<file path="src/pkg/uams_defines.svh">
/*
 Constants of the serial port address filter and shift engine: register word indices,
 field positions, reset values and rate divisors.
 Assumes it is included by its bare name from the top module.

*/
`ifndef UAMS_DEFINES_SVH
`define UAMS_DEFINES_SVH

// Word indices; the byte address is four times the index.
`define UAMS_WIDX_CTRL 10'h000
`define UAMS_WIDX_DATA 10'h001
`define UAMS_WIDX_STATUS 10'h002
`define UAMS_WIDX_IRQ_MASK 10'h003
`define UAMS_WIDX_SLV_ADDR 10'h0a9
`define UAMS_WIDX_SLV_MASK 10'h0b9

`define UAMS_ST_RX_DONE 0
`define UAMS_ST_TX_DONE 1
`define UAMS_ST_RB8 2

`define UAMS_CTRL_RST 9'h100
`define UAMS_SLV_ADDR_RST 8'h00
`define UAMS_SLV_MASK_RST 8'h00
`define UAMS_IRQ_MASK_RST 2'h0

`define UAMS_DIV_FAST 3'h4
`define UAMS_DIV_FAST_X2 3'h2
`define UAMS_DIV_COMPAT 3'h6
`define UAMS_DIV_COMPAT_X2 3'h3
`define UAMS_DIV_TMR 3'h4
`define UAMS_DIV_TMR_X2 3'h2

`define UAMS_RX_INIT 8'hfe
`define UAMS_TX_LAST 8'h01

`define UAMS_RESP_OKAY 2'h0
`define UAMS_RESP_SLVERR 2'h2

`endif

</file>
<file path="src/pkg/uams_pkg.sv">
/*
 Types of the serial port address filter and shift engine.
 Assumes the constants header sits beside it.
*/
package uams_pkg;

   typedef struct packed {
      logic data_pin_port_latch;
      logic three_wire;
      logic compat;
      logic timer_rate_select_bit;
      logic rate_double_bit;
      logic rx_enable;
      logic multiproc_idle_level_bit;
      logic [1:0] mode;
   } uams_ctrl_t;

   typedef struct packed {
      logic valid;
      logic stop_ok;
      logic bit9;
      logic [7:0] data;
   } uams_frame_t;

   typedef enum logic [2:0] {
      UAMS_IDLE = 3'b001,
      UAMS_START = 3'b010,
      UAMS_SHIFT = 3'b100
   } uams_state_t;

   typedef enum logic [2:0] {
      UAMS_R_NONE = 3'h0,
      UAMS_R_CTRL = 3'h1,
      UAMS_R_DATA = 3'h2,
      UAMS_R_STATUS = 3'h3,
      UAMS_R_IRQ_MASK = 3'h4,
      UAMS_R_SLV_ADDR = 3'h5,
      UAMS_R_SLV_MASK = 3'h6
   } uams_reg_t;

endpackage

</file>
<file path="src/uams_top.sv">
/*
 Serial port slice: hardware slave-address filter for deframed asynchronous frames and
 the synchronous shift engine (two-wire and three-wire), behind an AXI4-Lite slave.
 Assumes the asynchronous receiver delivers whole frames on sys_clk_i as a one-cycle
 valid, and that timer1_ovf_i is a one-cycle pulse on the same clock.
*/
`timescale 1ns/1ps
`include "uams_defines.svh"

module uams_top (
   // Clock and reset
   input wire logic sys_clk_i,
   input wire logic rst_n_i,
   // AXI4-Lite write
   input wire logic [11:0] s_axi_awaddr_i,
   input wire logic s_axi_awvalid_i,
   output logic s_axi_awready_o,
   input wire logic [31:0] s_axi_wdata_i,
   input wire logic [3:0] s_axi_wstrb_i,
   input wire logic s_axi_wvalid_i,
   output logic s_axi_wready_o,
   output logic [1:0] s_axi_bresp_o,
   output logic s_axi_bvalid_o,
   input wire logic s_axi_bready_i,
   // AXI4-Lite read
   input wire logic [11:0] s_axi_araddr_i,
   input wire logic s_axi_arvalid_i,
   output logic s_axi_arready_o,
   output logic [31:0] s_axi_rdata_o,
   output logic [1:0] s_axi_rresp_o,
   output logic s_axi_rvalid_o,
   input wire logic s_axi_rready_i,
   // Deframed asynchronous receive and rate source
   input wire uams_pkg::uams_frame_t rx_frame_i,
   input wire logic timer1_ovf_i,
   // Two-wire pins
   input wire logic rxd_i,
   output logic rxd_o,
   output logic rxd_oe_o,
   output logic txd_o,
   // Three-wire pins
   input wire logic miso_i,
   output logic mosi_o,
   output logic sck_o,
   // Interrupt
   output logic irq_o
);

   function automatic uams_pkg::uams_reg_t decode(input logic [11:0] addr);
      if (addr[11:2] == `UAMS_WIDX_CTRL) begin
         decode = uams_pkg::UAMS_R_CTRL;
      end else if (addr[11:2] == `UAMS_WIDX_DATA) begin
         decode = uams_pkg::UAMS_R_DATA;
      end else if (addr[11:2] == `UAMS_WIDX_STATUS) begin
         decode = uams_pkg::UAMS_R_STATUS;
      end else if (addr[11:2] == `UAMS_WIDX_IRQ_MASK) begin
         decode = uams_pkg::UAMS_R_IRQ_MASK;
      end else if (addr[11:2] == `UAMS_WIDX_SLV_ADDR) begin
         decode = uams_pkg::UAMS_R_SLV_ADDR;
      end else if (addr[11:2] == `UAMS_WIDX_SLV_MASK) begin
         decode = uams_pkg::UAMS_R_SLV_MASK;
      end else begin
         decode = uams_pkg::UAMS_R_NONE;
      end
   endfunction

   function automatic logic [7:0] reverse8(input logic [7:0] v);
      reverse8 = 8'h00;
      for (int i = 0; i < 8; i++) begin
         reverse8[i] = v[7 - i];
      end
   endfunction

   // Bus state.
   logic aw_have_reg, aw_have_next, w_have_reg, w_have_next;
   logic [11:0] aw_addr_reg, aw_addr_next;
   logic [31:0] w_data_reg, w_data_next;
   logic [3:0] w_strb_reg, w_strb_next;
   logic awready_reg, awready_next, wready_reg, wready_next;
   logic bvalid_reg, bvalid_next, rvalid_reg, rvalid_next, arready_reg, arready_next;
   logic [1:0] bresp_reg, bresp_next, rresp_reg, rresp_next;
   logic [31:0] rdata_reg, rdata_next;
   // Software registers and flags.
   uams_pkg::uams_ctrl_t ctrl_reg, ctrl_next;
   logic [7:0] slv_addr_reg, slv_addr_next, slv_mask_reg, slv_mask_next;
   logic [7:0] rx_buf_reg, rx_buf_next;
   logic rb8_reg, rb8_next, ri_reg, ri_next, ti_reg, ti_next;
   logic [1:0] irq_mask_reg, irq_mask_next;
   logic irq_reg, irq_next;
   // Shift engine.
   uams_pkg::uams_state_t state_reg, state_next;
   logic [8:0] tx_sreg_reg, tx_sreg_next;
   logic [7:0] rx_sreg_reg, rx_sreg_next;
   logic tx_act_reg, tx_act_next, rx_act_reg, rx_act_next;
   logic [2:0] cnt_reg, cnt_next;
   // Pins.
   logic rxd_s1_reg, rxd_s2_reg, miso_s1_reg, miso_s2_reg;
   logic rxd_o_reg, rxd_o_next, rxd_oe_reg, rxd_oe_next, txd_reg, txd_next;
   logic mosi_reg, mosi_next, sck_reg, sck_next;

   assign s_axi_awready_o = awready_reg;
   assign s_axi_wready_o = wready_reg;
   assign s_axi_bvalid_o = bvalid_reg;
   assign s_axi_bresp_o = bresp_reg;
   assign s_axi_arready_o = arready_reg;
   assign s_axi_rvalid_o = rvalid_reg;
   assign s_axi_rresp_o = rresp_reg;
   assign s_axi_rdata_o = rdata_reg;
   assign rxd_o = rxd_o_reg;
   assign rxd_oe_o = rxd_oe_reg;
   assign txd_o = txd_reg;
   assign mosi_o = mosi_reg;
   assign sck_o = sck_reg;
   assign irq_o = irq_reg;

   always_comb begin
      uams_pkg::uams_reg_t wsel;
      uams_pkg::uams_reg_t rsel;
      logic do_write, data_wr, set_ri, set_ti, clr_ri, clr_ti;
      logic given_hit, bcast_hit, qualify, accept;
      logic src_ev, mid_ev, end_ev, chg_mid, tx_ev, rx_ev, din, idle_lvl, sclk;
      logic [2:0] per, half;
      logic [7:0] rx_shifted;
      wsel = uams_pkg::UAMS_R_NONE;
      rsel = uams_pkg::UAMS_R_NONE;
      do_write = 1'b0;
      data_wr = 1'b0;
      set_ri = 1'b0;
      set_ti = 1'b0;
      clr_ri = 1'b0;
      clr_ti = 1'b0;
      given_hit = 1'b0;
      bcast_hit = 1'b0;
      qualify = 1'b0;
      accept = 1'b0;
      rx_shifted = 8'h00;
      src_ev = 1'b0;
      mid_ev = 1'b0;
      end_ev = 1'b0;
      chg_mid = 1'b0;
      tx_ev = 1'b0;
      rx_ev = 1'b0;
      din = 1'b0;
      idle_lvl = 1'b1;
      sclk = 1'b1;
      per = 3'h0;
      half = 3'h0;
      aw_have_next = aw_have_reg;
      aw_addr_next = aw_addr_reg;
      w_have_next = w_have_reg;
      w_data_next = w_data_reg;
      w_strb_next = w_strb_reg;
      bvalid_next = bvalid_reg;
      bresp_next = bresp_reg;
      rvalid_next = rvalid_reg;
      rresp_next = rresp_reg;
      rdata_next = rdata_reg;
      ctrl_next = ctrl_reg;
      slv_addr_next = slv_addr_reg;
      slv_mask_next = slv_mask_reg;
      irq_mask_next = irq_mask_reg;
      rx_buf_next = rx_buf_reg;
      rb8_next = rb8_reg;
      state_next = state_reg;
      tx_sreg_next = tx_sreg_reg;
      rx_sreg_next = rx_sreg_reg;
      tx_act_next = tx_act_reg;
      rx_act_next = rx_act_reg;
      cnt_next = cnt_reg;

      // Address and data channels are taken independently; the write acts once both are in.
      if (s_axi_awvalid_i && awready_reg) begin
         aw_have_next = 1'b1;
         aw_addr_next = s_axi_awaddr_i;
      end
      if (s_axi_wvalid_i && wready_reg) begin
         w_have_next = 1'b1;
         w_data_next = s_axi_wdata_i;
         w_strb_next = s_axi_wstrb_i;
      end
      if (bvalid_reg && s_axi_bready_i) begin
         bvalid_next = 1'b0;
      end
      if (aw_have_reg && w_have_reg && !bvalid_reg) begin
         do_write = 1'b1;
         wsel = decode(aw_addr_reg);
         aw_have_next = 1'b0;
         w_have_next = 1'b0;
         bvalid_next = 1'b1;
         bresp_next = (wsel == uams_pkg::UAMS_R_NONE) ? `UAMS_RESP_SLVERR : `UAMS_RESP_OKAY;
      end
      if (do_write && w_strb_reg[0]) begin
         if (wsel == uams_pkg::UAMS_R_CTRL) begin
            ctrl_next[7:0] = w_data_reg[7:0];
         end else if (wsel == uams_pkg::UAMS_R_DATA) begin
            data_wr = 1'b1;
         end else if (wsel == uams_pkg::UAMS_R_STATUS) begin
            clr_ri = w_data_reg[`UAMS_ST_RX_DONE];
            clr_ti = w_data_reg[`UAMS_ST_TX_DONE];
         end else if (wsel == uams_pkg::UAMS_R_IRQ_MASK) begin
            irq_mask_next = w_data_reg[1:0];
         end else if (wsel == uams_pkg::UAMS_R_SLV_ADDR) begin
            slv_addr_next = w_data_reg[7:0];
         end else if (wsel == uams_pkg::UAMS_R_SLV_MASK) begin
            slv_mask_next = w_data_reg[7:0];
         end
      end
      if (do_write && w_strb_reg[1] && wsel == uams_pkg::UAMS_R_CTRL) begin
         ctrl_next[8] = w_data_reg[8];
      end

      // Reads answer one cycle after the address is taken.
      if (rvalid_reg && s_axi_rready_i) begin
         rvalid_next = 1'b0;
      end
      if (s_axi_arvalid_i && arready_reg) begin
         rsel = decode(s_axi_araddr_i);
         rvalid_next = 1'b1;
         rresp_next = `UAMS_RESP_OKAY;
         rdata_next = 32'h0000_0000;
         if (rsel == uams_pkg::UAMS_R_CTRL) begin
            rdata_next[8:0] = ctrl_reg;
         end else if (rsel == uams_pkg::UAMS_R_DATA) begin
            rdata_next[7:0] = rx_buf_reg;
         end else if (rsel == uams_pkg::UAMS_R_STATUS) begin
            rdata_next[`UAMS_ST_RX_DONE] = ri_reg;
            rdata_next[`UAMS_ST_TX_DONE] = ti_reg;
            rdata_next[`UAMS_ST_RB8] = rb8_reg;
         end else if (rsel == uams_pkg::UAMS_R_IRQ_MASK) begin
            rdata_next[1:0] = irq_mask_reg;
         end else if (rsel == uams_pkg::UAMS_R_SLV_ADDR) begin
            rdata_next[7:0] = slv_addr_reg;
         end else if (rsel == uams_pkg::UAMS_R_SLV_MASK) begin
            rdata_next[7:0] = slv_mask_reg;
         end else begin
            rresp_next = `UAMS_RESP_SLVERR;
         end
      end

      // Address filter for deframed asynchronous frames.
      given_hit = ((rx_frame_i.data ^ slv_addr_reg) & slv_mask_reg) == 8'h00;
      bcast_hit = (~rx_frame_i.data & (slv_addr_reg | slv_mask_reg)) == 8'h00;
      qualify = (ctrl_reg.mode == 2'h1) ? rx_frame_i.stop_ok : rx_frame_i.bit9;
      // An all-zero address and mask make both hits true, which is the filter off.
      accept = rx_frame_i.valid && (ctrl_reg.mode != 2'h0) && !ri_reg &&
               (!ctrl_reg.multiproc_idle_level_bit ||
                (qualify && (given_hit || bcast_hit)));
      // A refused frame touches neither flag nor buffer.
      if (accept) begin
         rx_buf_next = rx_frame_i.data;
         rb8_next = (ctrl_reg.mode == 2'h1) ? rx_frame_i.stop_ok : rx_frame_i.bit9;
         set_ri = 1'b1;
      end

      // Shift rate and clock phase.
      if (ctrl_reg.timer_rate_select_bit) begin
         per = ctrl_reg.rate_double_bit ? `UAMS_DIV_TMR_X2 : `UAMS_DIV_TMR;
         src_ev = timer1_ovf_i;
      end else if (ctrl_reg.compat) begin
         per = ctrl_reg.rate_double_bit ? `UAMS_DIV_COMPAT_X2 : `UAMS_DIV_COMPAT;
         src_ev = 1'b1;
      end else begin
         per = ctrl_reg.rate_double_bit ? `UAMS_DIV_FAST_X2 : `UAMS_DIV_FAST;
         src_ev = 1'b1;
      end
      half = per >> 1;
      mid_ev = src_ev && (cnt_reg == half - 3'h1);
      end_ev = src_ev && (cnt_reg == per - 3'h1);
      // Low idle with doubled rate moves data on the mid-bit falling edge.
      chg_mid = ctrl_reg.multiproc_idle_level_bit && ctrl_reg.rate_double_bit;
      tx_ev = chg_mid ? mid_ev : end_ev;
      rx_ev = chg_mid ? end_ev : mid_ev;
      idle_lvl = !ctrl_reg.multiproc_idle_level_bit;
      din = ctrl_reg.three_wire ? miso_s2_reg : rxd_s2_reg;
      rx_shifted = {rx_sreg_reg[6:0], din};
      if (state_reg != uams_pkg::UAMS_IDLE && src_ev) begin
         cnt_next = (cnt_reg == per - 3'h1) ? 3'h0 : cnt_reg + 3'h1;
      end

      case (state_reg)
         uams_pkg::UAMS_IDLE: begin
            cnt_next = 3'h0;
            if (data_wr && ctrl_reg.mode == 2'h0) begin
               tx_sreg_next = {1'b1, w_data_reg[7:0]};
               tx_act_next = 1'b1;
               rx_act_next = ctrl_reg.three_wire && ctrl_reg.rx_enable;
               rx_sreg_next = `UAMS_RX_INIT;
               state_next = uams_pkg::UAMS_START;
            end else if (ctrl_reg.mode == 2'h0 && !ctrl_reg.three_wire &&
                         ctrl_reg.rx_enable && !ri_reg) begin
               rx_sreg_next = `UAMS_RX_INIT;
               rx_act_next = 1'b1;
               tx_act_next = 1'b0;
               state_next = uams_pkg::UAMS_SHIFT;
            end
         end
         uams_pkg::UAMS_START: begin
            // One bit slot passes before the send phase starts.
            if (end_ev) begin
               state_next = uams_pkg::UAMS_SHIFT;
            end
         end
         uams_pkg::UAMS_SHIFT: begin
            if (tx_act_reg && tx_ev) begin
               tx_sreg_next = {1'b0, tx_sreg_reg[8:1]};
               if (tx_sreg_reg[8:1] == `UAMS_TX_LAST) begin
                  tx_act_next = 1'b0;
                  set_ti = 1'b1;
               end
            end
            if (rx_act_reg && rx_ev) begin
               rx_sreg_next = rx_shifted;
               if (!rx_sreg_reg[7]) begin
                  rx_act_next = 1'b0;
                  rx_buf_next = reverse8(rx_shifted);
                  set_ri = 1'b1;
               end
            end
            if (!tx_act_next && !rx_act_next) begin
               state_next = uams_pkg::UAMS_IDLE;
            end
         end
         default: begin
            state_next = uams_pkg::UAMS_IDLE;
         end
      endcase

      // A flag event wins over a clear in the same cycle.
      ri_next = (ri_reg && !clr_ri) || set_ri;
      ti_next = (ti_reg && !clr_ti) || set_ti;
      irq_next = |({ti_next, ri_next} & irq_mask_reg);

      // First half of each bit (first third at the doubled compat rate) leaves the idle level.
      sclk = (state_reg == uams_pkg::UAMS_SHIFT && cnt_reg < half) ? !idle_lvl : idle_lvl;
      txd_next = (ctrl_reg.mode != 2'h0 || ctrl_reg.three_wire) ? 1'b1 : sclk;
      sck_next = ctrl_reg.three_wire ? sclk : idle_lvl;
      mosi_next = (ctrl_reg.three_wire && tx_act_reg) ? tx_sreg_reg[0] : 1'b1;
      if (ctrl_reg.mode != 2'h0 || ctrl_reg.three_wire) begin
         rxd_o_next = 1'b0;
         rxd_oe_next = 1'b0;
      end else if (tx_act_reg && state_reg == uams_pkg::UAMS_SHIFT) begin
         rxd_o_next = tx_sreg_reg[0];
         rxd_oe_next = 1'b1;
      end else if (rx_act_reg) begin
         rxd_o_next = 1'b0;
         rxd_oe_next = 1'b0;
      end else begin
         // The latch drives only a low so that a remote node may pull the line.
         rxd_o_next = 1'b0;
         rxd_oe_next = !ctrl_reg.data_pin_port_latch;
      end

      awready_next = !aw_have_next;
      wready_next = !w_have_next;
      arready_next = !rvalid_next;
   end

   always_ff @(posedge sys_clk_i or negedge rst_n_i) begin
      if (!rst_n_i) begin
         aw_have_reg <= 1'b0;
         aw_addr_reg <= 12'h000;
         w_have_reg <= 1'b0;
         w_data_reg <= 32'h0000_0000;
         w_strb_reg <= 4'h0;
         awready_reg <= 1'b0;
         wready_reg <= 1'b0;
         bvalid_reg <= 1'b0;
         bresp_reg <= `UAMS_RESP_OKAY;
         arready_reg <= 1'b0;
         rvalid_reg <= 1'b0;
         rresp_reg <= `UAMS_RESP_OKAY;
         rdata_reg <= 32'h0000_0000;
         ctrl_reg <= `UAMS_CTRL_RST;
         slv_addr_reg <= `UAMS_SLV_ADDR_RST;
         slv_mask_reg <= `UAMS_SLV_MASK_RST;
         irq_mask_reg <= `UAMS_IRQ_MASK_RST;
         rx_buf_reg <= 8'h00;
         rb8_reg <= 1'b0;
         ri_reg <= 1'b0;
         ti_reg <= 1'b0;
         irq_reg <= 1'b0;
         state_reg <= uams_pkg::UAMS_IDLE;
         tx_sreg_reg <= 9'h000;
         rx_sreg_reg <= 8'h00;
         tx_act_reg <= 1'b0;
         rx_act_reg <= 1'b0;
         cnt_reg <= 3'h0;
         rxd_s1_reg <= 1'b1;
         rxd_s2_reg <= 1'b1;
         miso_s1_reg <= 1'b1;
         miso_s2_reg <= 1'b1;
         rxd_o_reg <= 1'b0;
         rxd_oe_reg <= 1'b0;
         txd_reg <= 1'b1;
         mosi_reg <= 1'b1;
         sck_reg <= 1'b1;
      end else begin
         aw_have_reg <= aw_have_next;
         aw_addr_reg <= aw_addr_next;
         w_have_reg <= w_have_next;
         w_data_reg <= w_data_next;
         w_strb_reg <= w_strb_next;
         awready_reg <= awready_next;
         wready_reg <= wready_next;
         bvalid_reg <= bvalid_next;
         bresp_reg <= bresp_next;
         arready_reg <= arready_next;
         rvalid_reg <= rvalid_next;
         rresp_reg <= rresp_next;
         rdata_reg <= rdata_next;
         ctrl_reg <= ctrl_next;
         slv_addr_reg <= slv_addr_next;
         slv_mask_reg <= slv_mask_next;
         irq_mask_reg <= irq_mask_next;
         rx_buf_reg <= rx_buf_next;
         rb8_reg <= rb8_next;
         ri_reg <= ri_next;
         ti_reg <= ti_next;
         irq_reg <= irq_next;
         state_reg <= state_next;
         tx_sreg_reg <= tx_sreg_next;
         rx_sreg_reg <= rx_sreg_next;
         tx_act_reg <= tx_act_next;
         rx_act_reg <= rx_act_next;
         cnt_reg <= cnt_next;
         rxd_s1_reg <= rxd_i;
         rxd_s2_reg <= rxd_s1_reg;
         miso_s1_reg <= miso_i;
         miso_s2_reg <= miso_s1_reg;
         rxd_o_reg <= rxd_o_next;
         rxd_oe_reg <= rxd_oe_next;
         txd_reg <= txd_next;
         mosi_reg <= mosi_next;
         sck_reg <= sck_next;
      end
   end

endmodule

</file>
<file path="config.mk">
export PLATFORM = sky130hd
export DESIGN_NAME = uams_top
export DESIGN_NICKNAME = d
export VERILOG_FILES = /design/src/pkg/uams_pkg.sv /design/src/uams_top.sv
export VERILOG_INCLUDE_DIRS = /design/src /design/src/pkg
export SDC_FILE = /design/constraint.sdc
export NUM_CORES = 1
export LEC_CHECK = 0
export BUFFER_PORTS_ARGS = -buffer_cell sky130_fd_sc_hd__buf_2
export CORE_MARGIN = 5
export CORE_UTILIZATION = 35
export CTS_BUF_LIST = sky130_fd_sc_hd__clkbuf_16
export CTS_CLUSTER_SIZE = 8
export DETAILED_ROUTE_END_ITERATION = 7
export PLACE_DENSITY_LB_ADDON = 0.1
export RECOVER_POWER = 100
export SYNTH_ARGS = -nofsm -noshare
export SYNTH_HDL_FRONTEND = slang
export SYNTH_SLANG_ARGS = --single-unit
</file>
<file path="constraint.sdc">
create_clock -name sys_clk_i -period 5 [get_ports sys_clk_i]
set_clock_uncertainty 0.15 [all_clocks]
set_input_delay 0.25 -clock sys_clk_i [delete_from_list [all_inputs] [get_ports sys_clk_i]]
set_output_delay 0.25 -clock sys_clk_i [all_outputs]
set_load 0.02 [all_outputs]
</file>
# Yosys cells after proc, flatten, opt, wreduce, memory -nomap -nowiden

Cells that the tools add are included.

Add/subtract/negate cells: 3
Order comparisons: 1
Eq/ne operators: 36
Muxes and demuxes: 107
Bitwise logic cells: 11
Reduce and logical (&&, ||, !) cells: 67

Operators with widths:

| cell                | count |
|---|---|
| $mux 8              | 11 |
| $mux 3              | 27 |
| $mux 1              | 52 |
| $eq 10x2->1 const B | 4 |
| $eq 10x8->1 const B | 4 |
| $logic_and 1x1->1   | 31 |
| $eq 3x3->1 const B  | 7 |
| $eq 10x1->1 const B | 2 |
| $logic_not 10->1    | 2 |
| $mux 9              | 2 |
| $pmux 9 s2          | 1 |
| $and 8x8->8         | 2 |
| $logic_not 8->1     | 2 |
| $mux 2              | 8 |
| $pmux 8 s2          | 1 |
| $eq 3x2->1 const B  | 5 |
| $logic_not 1->1     | 12 |
| $ne 2x2->1 const B  | 5 |
| $eq 3x1->1 const B  | 3 |
| $pmux 3 s3          | 1 |
| $reduce_and 3->1    | 3 |
| $eq 8x1->1 const B  | 1 |
| $not 8->8           | 1 |
| $or 8x8->8          | 1 |
| 23 further kinds    | 37 |

Register bits after elaboration: 116
Input bits: 81
Output and inout bits: 47
Logic and storage cells: 269

# Logic depth before layout (Yosys ltp)

Gate-level depths: netlist (run 1).

Depth after elaboration: 19
Mapped depth: 11
Depth with buffers taken out: 10

# Worst setup path after synthesis (run 1)

OpenSTA, ideal clock, no wires.

Path type: register to register
Start point: register ctrl_reg[4] in the netlist's numbering
End point: register rx_sreg_reg[1]
Setup time: 125 ps
Arrival: 2426 ps
Data required time: 4725 ps
Path slack: 2300 ps
Stages on the path, launching flop included: 10
Path buffers: 0
Clock period less this slack: 2700 ps
Cells stage by stage: dfrtp_1 -> a21o_1 -> inv_1 -> ha_1 -> xnor2_1 -> or4_4 -> o32ai_1 -> nand3_1 -> nand3b_4 -> mux2_2

Longest elaborated chain between the ends: 10
Elaborated cells between the ends (all ways): 15
Those cells by class: add/sub (2); eq/ne (3); mux (5); reduce/logical (5)

RTL lines:

| what                                              | RTL line                         | source |
|---|---|---|
| start, declared                                   | uams_top.sv:84                   | `uams_pkg::uams_ctrl_t ctrl_reg, ctrl_next;` |
| start signal, assigned                            | uams_top.sv:373                  | `` ctrl_reg <= `UAMS_CTRL_RST; `` |
| start signal, assigned                            | uams_top.sv:411                  | `ctrl_reg <= ctrl_next;` |
| $mux 3 (no source line)                           | n/a                              |  |
| $mux 3                                            | uams_top.sv:259                  | `end else if (ctrl_reg.compat) begin` |
| $mux 3                                            | uams_top.sv:256                  | `if (ctrl_reg.timer_rate_select_bit) begin` |
| $sub 3x1->3 / $sub 2x1->3 (equally long branches) | uams_top.sv:268, uams_top.sv:267 |  |
| $eq 3x3->1 (on tied branches)                     | uams_top.sv:268, uams_top.sv:267 |  |
| $logic_and 1x1->1 (on tied branches)              | uams_top.sv:268, uams_top.sv:267 |  |
| $mux 1 (*)                                        | uams_top.sv:272                  | `rx_ev = chg_mid ? end_ev : mid_ev;` |
| $logic_and 1x1->1 (*)                             | uams_top.sv:311                  | `if (rx_act_reg && rx_ev) begin` |
| $ne 2x2->1 (no source line) (*)                   | n/a                              |  |
| $reduce_and 3->1 (no source line) (*)             | n/a                              |  |
| end signal, assigned                              | uams_top.sv:422                  | `rx_sreg_reg <= rx_sreg_next;` |
| end, declared                                     | uams_top.sv:93                   | `logic [7:0] rx_sreg_reg, rx_sreg_next;` |

Every way passes the cells marked *; elsewhere a longest branch is shown, timed or not.
A chain may end at the register's enable or synchronous reset.

# Worst setup path in the final report (run 1)

Start point: register ctrl_reg[4] in the netlist's numbering
End point: register tx_sreg_reg[4]

Longest elaborated chain between the ends: 10
Elaborated cells between the ends (all ways): 15
Those cells by class: add/sub (2); eq/ne (3); mux (5); reduce/logical (5)

RTL lines:

| what                                              | RTL line                         | source |
|---|---|---|
| $mux 3 (no source line)                           | n/a                              |  |
| $mux 3                                            | uams_top.sv:259                  |  |
| $mux 3                                            | uams_top.sv:256                  |  |
| $sub 3x1->3 / $sub 2x1->3 (equally long branches) | uams_top.sv:268, uams_top.sv:267 |  |
| $eq 3x3->1 (on tied branches)                     | uams_top.sv:268, uams_top.sv:267 |  |
| $logic_and 1x1->1 (on tied branches)              | uams_top.sv:268, uams_top.sv:267 |  |
| $mux 1 (*)                                        | uams_top.sv:271                  | `tx_ev = chg_mid ? mid_ev : end_ev;` |
| $logic_and 1x1->1 (*)                             | uams_top.sv:304                  | `if (tx_act_reg && tx_ev) begin` |
| $ne 2x2->1 (no source line) (*)                   | n/a                              |  |
| $reduce_and 3->1 (no source line) (*)             | n/a                              |  |
| end signal, assigned                              | uams_top.sv:421                  | `tx_sreg_reg <= tx_sreg_next;` |
| end, declared                                     | uams_top.sv:92                   | `logic [8:0] tx_sreg_reg, tx_sreg_next;` |

Marks and branches as above.

==> results.yml, run 1 <==
routing:
  num_vias: 4105
  drt_iter0_markers: 215
  drc: 0
  ant_nets: 0
  routed_via_density: 5.02
  finalWirelength_mm: 13.9
  wl_per_cell_um: 17.0
  drt-pass1-iter-count: 4
timing:
  final-setup-viol-count: 0
  worstMarginPinSlew_ns: 1.90
  tns_ns: 0
  worst_slack_ns: 1.51
  slew_headroom_pct: -26.7
  finalCritPeriodShare_pct: 69.7
  slew_violations: 114
  fin_crit_ns: 3.49
  fmax_ghz: 0.287
  hold_viol_final: 0
  rsz0062_at_grt: "no"
floorplan:
  die_x_um: 138
  fp-row-count: 46
  coreArea_mm2: 0.0159
  io_pins: 128
  die_y_um: 138
  die_area_mm2: 0.0189
  start_util_pct: 35.7
finish:
  final_cell_mix: "dfrtp_1 (103), mux2_2 (68), buf_2 (50)"
  multi_input_area_mm2: 0.00257
  fin_area_mm2: 0.00664
  drive_above_1_share_pct: 25.5
  nets: 682
  seq_area_mm2: 0.00281
  finish.utilization_pct: 41.6
  final_common_cell: "dfrtp_1"
  diodes: 0
  nFillCells: 1554
  area_growth_pct: 16.6
  largest_reg_flops: 10
clock_network:
  clk_pin_slew_worst_paths_ns: 0.08
  cts-root-buf: "clkbuf_16"
  clock_path_buffers: 2
  cts_buffers: 9
  h-tree-depth: 3
  clock_sinks: 112
  clock_latency_ns: 0.36
  tritoncts: "built"
  post_cts_buffers: 0
placed_design:
  dpl_cell_area_mm2: 0.00620
  place_ws_ns: 1.87
  place.gp.congestion: 0.850
  dp_hpwl_mm: 10.4
  portBuffers: 73
synth:
  synthCells: 499
  ys_seq_area_share_pct: 49.4
  ys_warn_count: 0
  async_flop_share_pct: 100
  syn_area_mm2: 0.00569
  synth-edff-count: 0
  ys_ff_latch: 112
  dominantRegCellSynth: "dfrtp_1"
  syn_avg_cell_area_um2: 11.4
  yosys.cell_types.count: 64
power:
  power.internal_mw: 1.72
  p_switching_mw: 0.822
  switching_share_pct: 32.3
  p_total_mw: 2.54
  powerDensity_mw_per_mm2: 383
  ir_worst_vdd_mv: 0.309
  seqPwrFrac_pct: 49.6
  combPwrFrac_pct: 21.4
  p_leak_nw: 3.11
  p_clk_share_pct: 29.0
critical_path:
  critPathLaunchType: "flip-flop"
  path_max_fanout: 9
  crit_type: "reg2reg"
  crit_path_end_kind: "flip-flop"
  worstPathRequired_ns: 5.09
  arrival_ns: 3.58
global_route:
  grt-ovfl-total: 0
  use_met2_pct: 23.9
  met1_usage_pct: 21.4
  met3_usage_pct: 2.30
  grt_first_pass_wirelength_mm: 22.1
  antenna_found_initial: 0
  grt_pass1_vias: 4070
  grt-busiest-layer: "met2"
  grt_max_degree: 78
  track_usage_pct: 15.3
flow_run:
  drv_cap: 2
worst_hold_path:
  hp-class: "in2reg"
run_status:
  violations: "capacitance limit, slew limit"
  outcome: "finished with violations"
## synth_stat cells (all sizes together) (3+ instances only)
| library cell | number | area, µm² |
|---|---|---|
| nand4 | 4 | 31.3 |
| a21o | 4 | 30.0 |
| clkbuf | 12 | 45.0 |
| nor3b | 5 | 37.5 |
| xor2 | 13 | 114 |
| mux2 | 71 | 800 |
| or4 | 5 | 52.6 |
| nand2b | 7 | 43.8 |
| inv | 17 | 63.8 |
| nand3 | 10 | 50.1 |
| a31oi | 3 | 18.8 |
| a221oi | 5 | 43.8 |
| o21ai | 19 | 95.1 |
| nor2b | 6 | 45.0 |
| dfrtp | 103 | 2580 |
| o2111ai | 3 | 26.3 |
| dfstp | 9 | 236 |
| nand2 | 30 | 115 |
| mux2i | 20 | 200 |
| o22ai | 9 | 62.6 |
| o211ai | 3 | 27.5 |
| xnor2 | 4 | 35.0 |
| and3 | 4 | 25.0 |
| nor3 | 10 | 93.8 |
| nor2 | 30 | 113 |
| a21oi | 19 | 95.1 |
| and2 | 5 | 31.3 |
| nand3b | 4 | 42.5 |
| a22oi | 5 | 37.5 |
| ha | 5 | 62.6 |
| buf | 29 | 210 |
## power groups by stage
stage | clock (mW) | combinational (mW) | sequential (mW)
after global placement | 0 | 0.546 | 1.27
after global routing | 0.796 | 0.612 | 1.29
after CTS | 0.763 | 0.581 | 1.26
after detailed placement | 0 | 0.563 | 1.28
after floorplan | 0 | 0.414 | 1.24
final | 0.737 | 0.546 | 1.26
## metrics by stage
stage	hold WS [ns]	std cells
3_5_place_dp	0.184	775
5_1_grt	0.0276	817
3_3_place_gp	0.180	775
6_report	0.0194	817
2_1_floorplan	-0.196	523
4_1_cts	0.00389	817
## critical path: stages, from the launching register on
cell      delay [ns]
dfrtp_1         0.57
nand3b_1        0.20
ha_1            0.24
xnor2_1         0.24
xor2_1          0.11
nor3_1          0.64
a41oi_1         0.39
o31ai_1         0.42
mux2_2          0.42
## final timing paths
| check | depth (start not counted) | slack [ns] | to | startpoint |
|---|---|---|---|---|
| hold reg to reg | 0 | 0.21 | miso_s2_reg | miso_s1_reg |
| min in group asynchronous | 3 | 0.95 | irq_o | rst_n_i |
| setup / recovery | 8 | 1.51 | tx_sreg_reg[4] | ctrl_reg[4] |
| max in group asynchronous | 3 | 2.60 | w_data_reg[6] | rst_n_i |
| setup reg to reg | 8 | 1.51 | tx_sreg_reg[4] | ctrl_reg[4] |
| hold / removal | 3 | 0.02 | s_axi_rdata_o[8] | s_axi_arvalid_i |
## cell type report
class	instances	area share [%]
timing repair buffer	103	9.30
inverter	17	0.962
clock buffer	9	3.39
clock inverter	7	1.07
tap	216	4.07
multi-input combinational	353	38.8
sequential	112	42.4
## routing by layer
layer	routed length [µm]	vias to the layer above
met5	0	-
met4	231	0
met3	526	15
met2	6350	101
met1	6760	2047
li1	-	1942
## timing repair
item / CTS / global route
gates resized for setup: 0 / 0
hold buffers: 26 / 0
hold endpoints to repair: 55 / 0
## cell families after synthesis
family	count (synthesis)	synth area share, %
AOI/OAI and AO/OA	83	10.0
xor gates and xnor gates	17	2.62
adders and majority gates	5	1.10
buffers and inverters	58	5.61
DFF	112	49.4
muxes	91	17.6
other	1	0.0659
and+or+nand+nor	132	13.6
Power figures use the tool's default switching activity.
==> run 2, diff against run 1 <==
Clock period 5 ns to 3.6 ns, I/O delays scaled along.
==> results.yml, run 2 (synthesis results as in run 1) <==
critical_path:
  crit_type: "reg2reg"
  worstPathRequired_ns: 3.65
  crit_path_end_kind: "flip-flop"
  path_max_fanout: 16
  reg2reg_depth: 11
  arrival_ns: 3.18
  critPathLaunchType: "flip-flop"
routing:
  drt-pass1-iter-count: 5
  drc: 0
  routed_via_density: 5.02
  drt_iter0_markers: 227
  ant_nets: 0
  num_vias: 4140
  wl_per_cell_um: 16.7
  finalWirelength_mm: 13.8
timing:
  hold_viol_final: 0
  fin_crit_ns: 3.13
  slew_violations: 75
  tns_ns: 0
  worstMarginPinSlew_ns: 1.90
  rsz0062_at_grt: "no"
  final-setup-viol-count: 0
  fmax_ghz: 0.320
  slew_headroom_pct: -26.5
  finalCritPeriodShare_pct: 86.9
clock_network:
  clk_pin_slew_worst_paths_ns: 0.07
  tritoncts: "built"
  post_cts_buffers: 0
  clock_latency_ns: 0.35
  cts_buffers: 9
  h-tree-depth: 3
  clock_path_buffers: 2
  cts-root-buf: "clkbuf_16"
  clock_sinks: 112
placed_design:
  place_inst: 777
  dp_hpwl_mm: 10.4
  place.gp.congestion: 0.806
  dpl_cell_area_mm2: 0.00621
  portBuffers: 73
power:
  ir_worst_vdd_mv: 0.280
  power.internal_mw: 2.33
  seqPwrFrac_pct: 50.5
  switching_share_pct: 32.8
  powerDensity_mw_per_mm2: 517
  p_leak_nw: 3.13
  combPwrFrac_pct: 22.4
  p_clk_share_pct: 27.1
  p_switching_mw: 1.13
floorplan:
  io_pins: 128
  coreArea_mm2: 0.0159
  fp-row-count: 46
  start_util_pct: 35.7
  die_y_um: 138
  die_area_mm2: 0.0189
  die_x_um: 138
global_route:
  met3_usage_pct: 2.45
  grt-busiest-layer: "met2"
  met1_usage_pct: 21.1
  use_met2_pct: 24.2
  grt-ovfl-total: 0
  track_usage_pct: 15.3
  grt_first_pass_wirelength_mm: 22.2
  antenna_found_initial: 0
  grt_pass1_vias: 4205
  grt_max_degree: 75
finish:
  final_cell_mix: "dfrtp_1 (103), mux2_2 (68), buf_2 (49)"
  area_growth_pct: 17.7
  final_common_cell: "dfrtp_1"
  stdcell_count: 824
  nets: 689
  diodes: 0
  largest_reg_flops: 10
  drive_above_1_share_pct: 26.2
  fin_area_mm2: 0.00670
flow_run:
  drv_cap: 1
run_status:
  outcome: "finished with violations"
  violations: "capacitance limit, slew limit"
worst_hold_path:
  hold_path_depth: 3
  hp-class: "in2reg"
## run 2: repair_timing
item	in CTS	in global routing
hold buffers	31	0
hold endpoints to repair	100	0
gates resized for setup	0	0
## run 2: worst max-delay path, stage by stage, from the launching register on
cell and delay (ns):
dfrtp_1 0.46, inv_1 0.06, a21o_1 0.19, inv_1 0.09
ha_1 0.24, xnor2_1 0.12, or4_1 0.46, o32ai_1 0.33
nand4_2 0.15, clkbuf_1 0.37, nor2_1 0.29, a21oi_1 0.07
## run 2: path summary, 6_finish.rpt
kind,startpoint,endpoint,slack (ns)
worst min-delay path,rx_frame_i[4],rx_buf_reg[4],0.04
worst max register to register,ctrl_reg[5],rx_buf_reg[1],0.47
worst min register to register,rxd_s1_reg,rxd_s2_reg,0.21
min in group asynchronous,rst_n_i,s_axi_rvalid_o,0.74
max in group asynchronous,rst_n_i,rx_buf_reg[6],1.00
worst max-delay path,ctrl_reg[5],rx_buf_reg[1],0.47
## run 2: final cells by class
cell class	instances	area, µm²
tap	216	270
timing repair buffer	110	678
clock inverter	7	46.3
sequential	112	2810
multi-input combinational	353	2600
clock buffer	9	225
inverter	17	63.8
fill	1578	9240
## run 2: stage by stage
| step | power, mW | utilization [%] | hold WS, ns | worst slack, ns |
|---|---|---|---|---|
| after floorplan | 2.29 | - | -0.266 | 0.900 |
| after global placement | 2.54 | 39.0 | 0.137 | 0.647 |
| after detailed placement | 2.57 | 39.0 | 0.138 | 0.602 |
| after CTS | 3.56 | 42.6 | 0.0185 | 0.574 |
| after global routing | 3.68 | 42.0 | 0.0584 | 0.221 |
| final | 3.46 | 42.0 | 0.0421 | 0.470 |
## run 2: per-layer routing
| metal | wire [µm] | part of all wire, % |
|---|---|---|
| met1 | 6530 | 47 |
| met2 | 6330 | 46 |
| met3 | 616 | 4.5 |
| met4 | 322 | 2.3 |
| met5 | 0 | 0 |
## run 2: power by group through the flow
stage          registers [mW]  logic, mW  clock network [mW]
6_report                 1.75      0.775               0.938
5_1_grt                  1.79      0.860                1.02
4_1_cts                  1.76      0.814               0.987
3_5_place_dp             1.78      0.786                   0
3_3_place_gp             1.77      0.762                   0
2_1_floorplan            1.72      0.574                   0
==> run 3, diff against run 2 <==
Settings changed: BUFFER_PORTS_ARGS -buffer_cell sky130_fd_sc_hd__buf_2 to unset, DONT_BUFFER_PORTS set to 1.
==> results.yml, run 3 (synthesis results as in run 1) <==
floorplan:
  die_y_um: 138
  coreArea_mm2: 0.0159
  start_util_pct: 35.7
  fp-row-count: 46
  die_x_um: 138
  die_area_mm2: 0.0189
  io_pins: 128
finish:
  final_cell_mix: "dfrtp_1 (103), mux2_2 (68), dlygate4sd3_1 (41)"
  area_growth_pct: 14.6
  seq_area_mm2: 0.00281
  nets: 625
  largest_reg_flops: 10
  diodes: 0
  final_common_cell: "dfrtp_1"
  drive_above_1_share_pct: 19.3
  multi_input_area_mm2: 0.00259
  nFillCells: 1572
critical_path:
  r2r-start: "ctrl_reg[4]"
  path_max_fanout: 9
  rrSetupSlack_ns: 0.39
  endpoint: "rx_sreg_reg[3]"
  crit_chain: "a21o_1, inv_1, ha_1, xor2_1, or4_1, o32ai_1, nand3_1, nand3b_1, mux2_2"
  reg2reg_depth: 9
  slowest_stage: "dfrtp_1"
  worstSetupStartpoint: "ctrl_reg[4]"
  max_stage_delay_ns: 0.54
  critPathLaunchType: "flip-flop"
  crit_path_end_kind: "flip-flop"
  cp.buffers_inverters: 1
  worstPathRequired_ns: 3.68
  crit_cells: 9
  crit_type: "reg2reg"
  arrival_ns: 3.29
  crit_family: "simple AND/OR/NAND/NOR gates"
  rr_endpoint: "rx_sreg_reg[3]"
clock_network:
  clock_sinks: 112
  cts.repair.resized: 0
  clock_path_buffers: 2
  clk_pin_slew_worst_paths_ns: 0.08
  tritoncts: "built"
  clock_latency_ns: 0.35
  cts_buffers: 9
  post_cts_buffers: 0
  h-tree-depth: 3
  cts-root-buf: "clkbuf_16"
  holdBufCountCts: 42
worst_hold_path:
  hp-class: "in2reg"
routing:
  ant_nets: 0
  finalWirelength_mm: 13.7
  drt_iter0_markers: 174
  routed_via_density: 5.14
  num_vias: 3904
  drt-pass1-iter-count: 4
  wl_per_cell_um: 18.1
  drc: 0
timing:
  rsz0062_at_grt: "no"
  fmax_ghz: 0.311
  fin_crit_ns: 3.21
  final-setup-viol-count: 0
  whs_ns: 0.0287
  tns_ns: 0
  worstMarginPinSlew_ns: 1.03
  finalCritPeriodShare_pct: 89.3
  slew_violations: 0
  hold_viol_final: 0
  slew_headroom_pct: 31.3
run_status:
  outcome: "completed"
global_route:
  grt-ovfl-total: 0
  grt_pass1_vias: 3968
  antenna_found_initial: 0
  track_usage_pct: 15.2
  grt_first_pass_wirelength_mm: 22.0
  grt_max_degree: 113
power:
  ir_worst_vdd_mv: 0.405
  powerDensity_mw_per_mm2: 546
  p_leak_nw: 2.96
placed_design:
  dp_hpwl_mm: 10.2
  place.gp.congestion: 0.886
  portBuffers: 0
flow_run:
  drv_cap: 0
run 3: stage by stage:
| stage | power [mW] | instance area (µm²) | cells | setup WS, ns | utilization [%] |
|---|---|---|---|---|---|
| final | 3.56 | 6520 | 760 | 0.387 | 40.9 |
| after detailed placement | 2.47 | 5830 | 702 | 0.593 | 36.6 |
| after CTS | 3.63 | 6590 | 760 | 0.583 | 41.3 |
| after floorplan | 2.29 | 5780 | 523 | 0.900 | - |
| after global placement | 2.44 | 5830 | 702 | 0.634 | 36.6 |
| after global routing | 3.76 | 6520 | 760 | 0.219 | 40.9 |
run 3: worst register-to-register path: stages (launching register included):
cell and delay (ns):
dfrtp_1 0.54, a21o_1 0.16, inv_1 0.07, ha_1 0.19
xor2_1 0.15, or4_1 0.53, o32ai_1 0.33, nand3_1 0.19
nand3b_1 0.39, mux2_2 0.39
run 3: area by class of cell:
| type | instances | area share (%) |
|---|---|---|
| Clock buffer | 9 | 3.45 |
| Sequential cell | 112 | 43.1 |
| Clock inverter | 7 | 1.46 |
| Tap cell | 216 | 4.14 |
| Multi-Input combinational cell | 353 | 39.8 |
| Inverter | 17 | 0.978 |
| Timing Repair Buffer | 46 | 7.06 |
run 3: worst min-delay path by stage:
stage	slack [ns]	to	cells past startpoint	start
finish	0.03	s_axi_rresp_o[1]	3	s_axi_araddr_i[7]
global route	0.05	s_axi_rresp_o[1]	3	s_axi_araddr_i[7]
CTS	0.02	s_axi_rresp_o[1]	3	s_axi_araddr_i[7]
detailed placement	-0.26	s_axi_arready_o	0	rst_n_i
global placement	-0.26	s_axi_rvalid_o	0	rst_n_i
floorplan	-0.27	aw_addr_reg[10]	0	rst_n_i
run 3: report_power, final:
| group | total, mW | internal, mW | switching [mW] |
|---|---|---|---|
| sequential | 1.81 | 1.50 | 0.317 |
| combinational | 0.664 | 0.334 | 0.330 |
| clock | 1.09 | 0.612 | 0.474 |
| total | 3.56 | 2.44 | 1.12 |
run 3: routing by layer:
metal,track usage (%),vias to the layer above,share of wire [%]
met1,20.9,1954,47
li1,-,1831,-
met2,23.6,101,46
met5,0,-,0
met4,5.71,0,1.6
met3,3.18,18,5.6
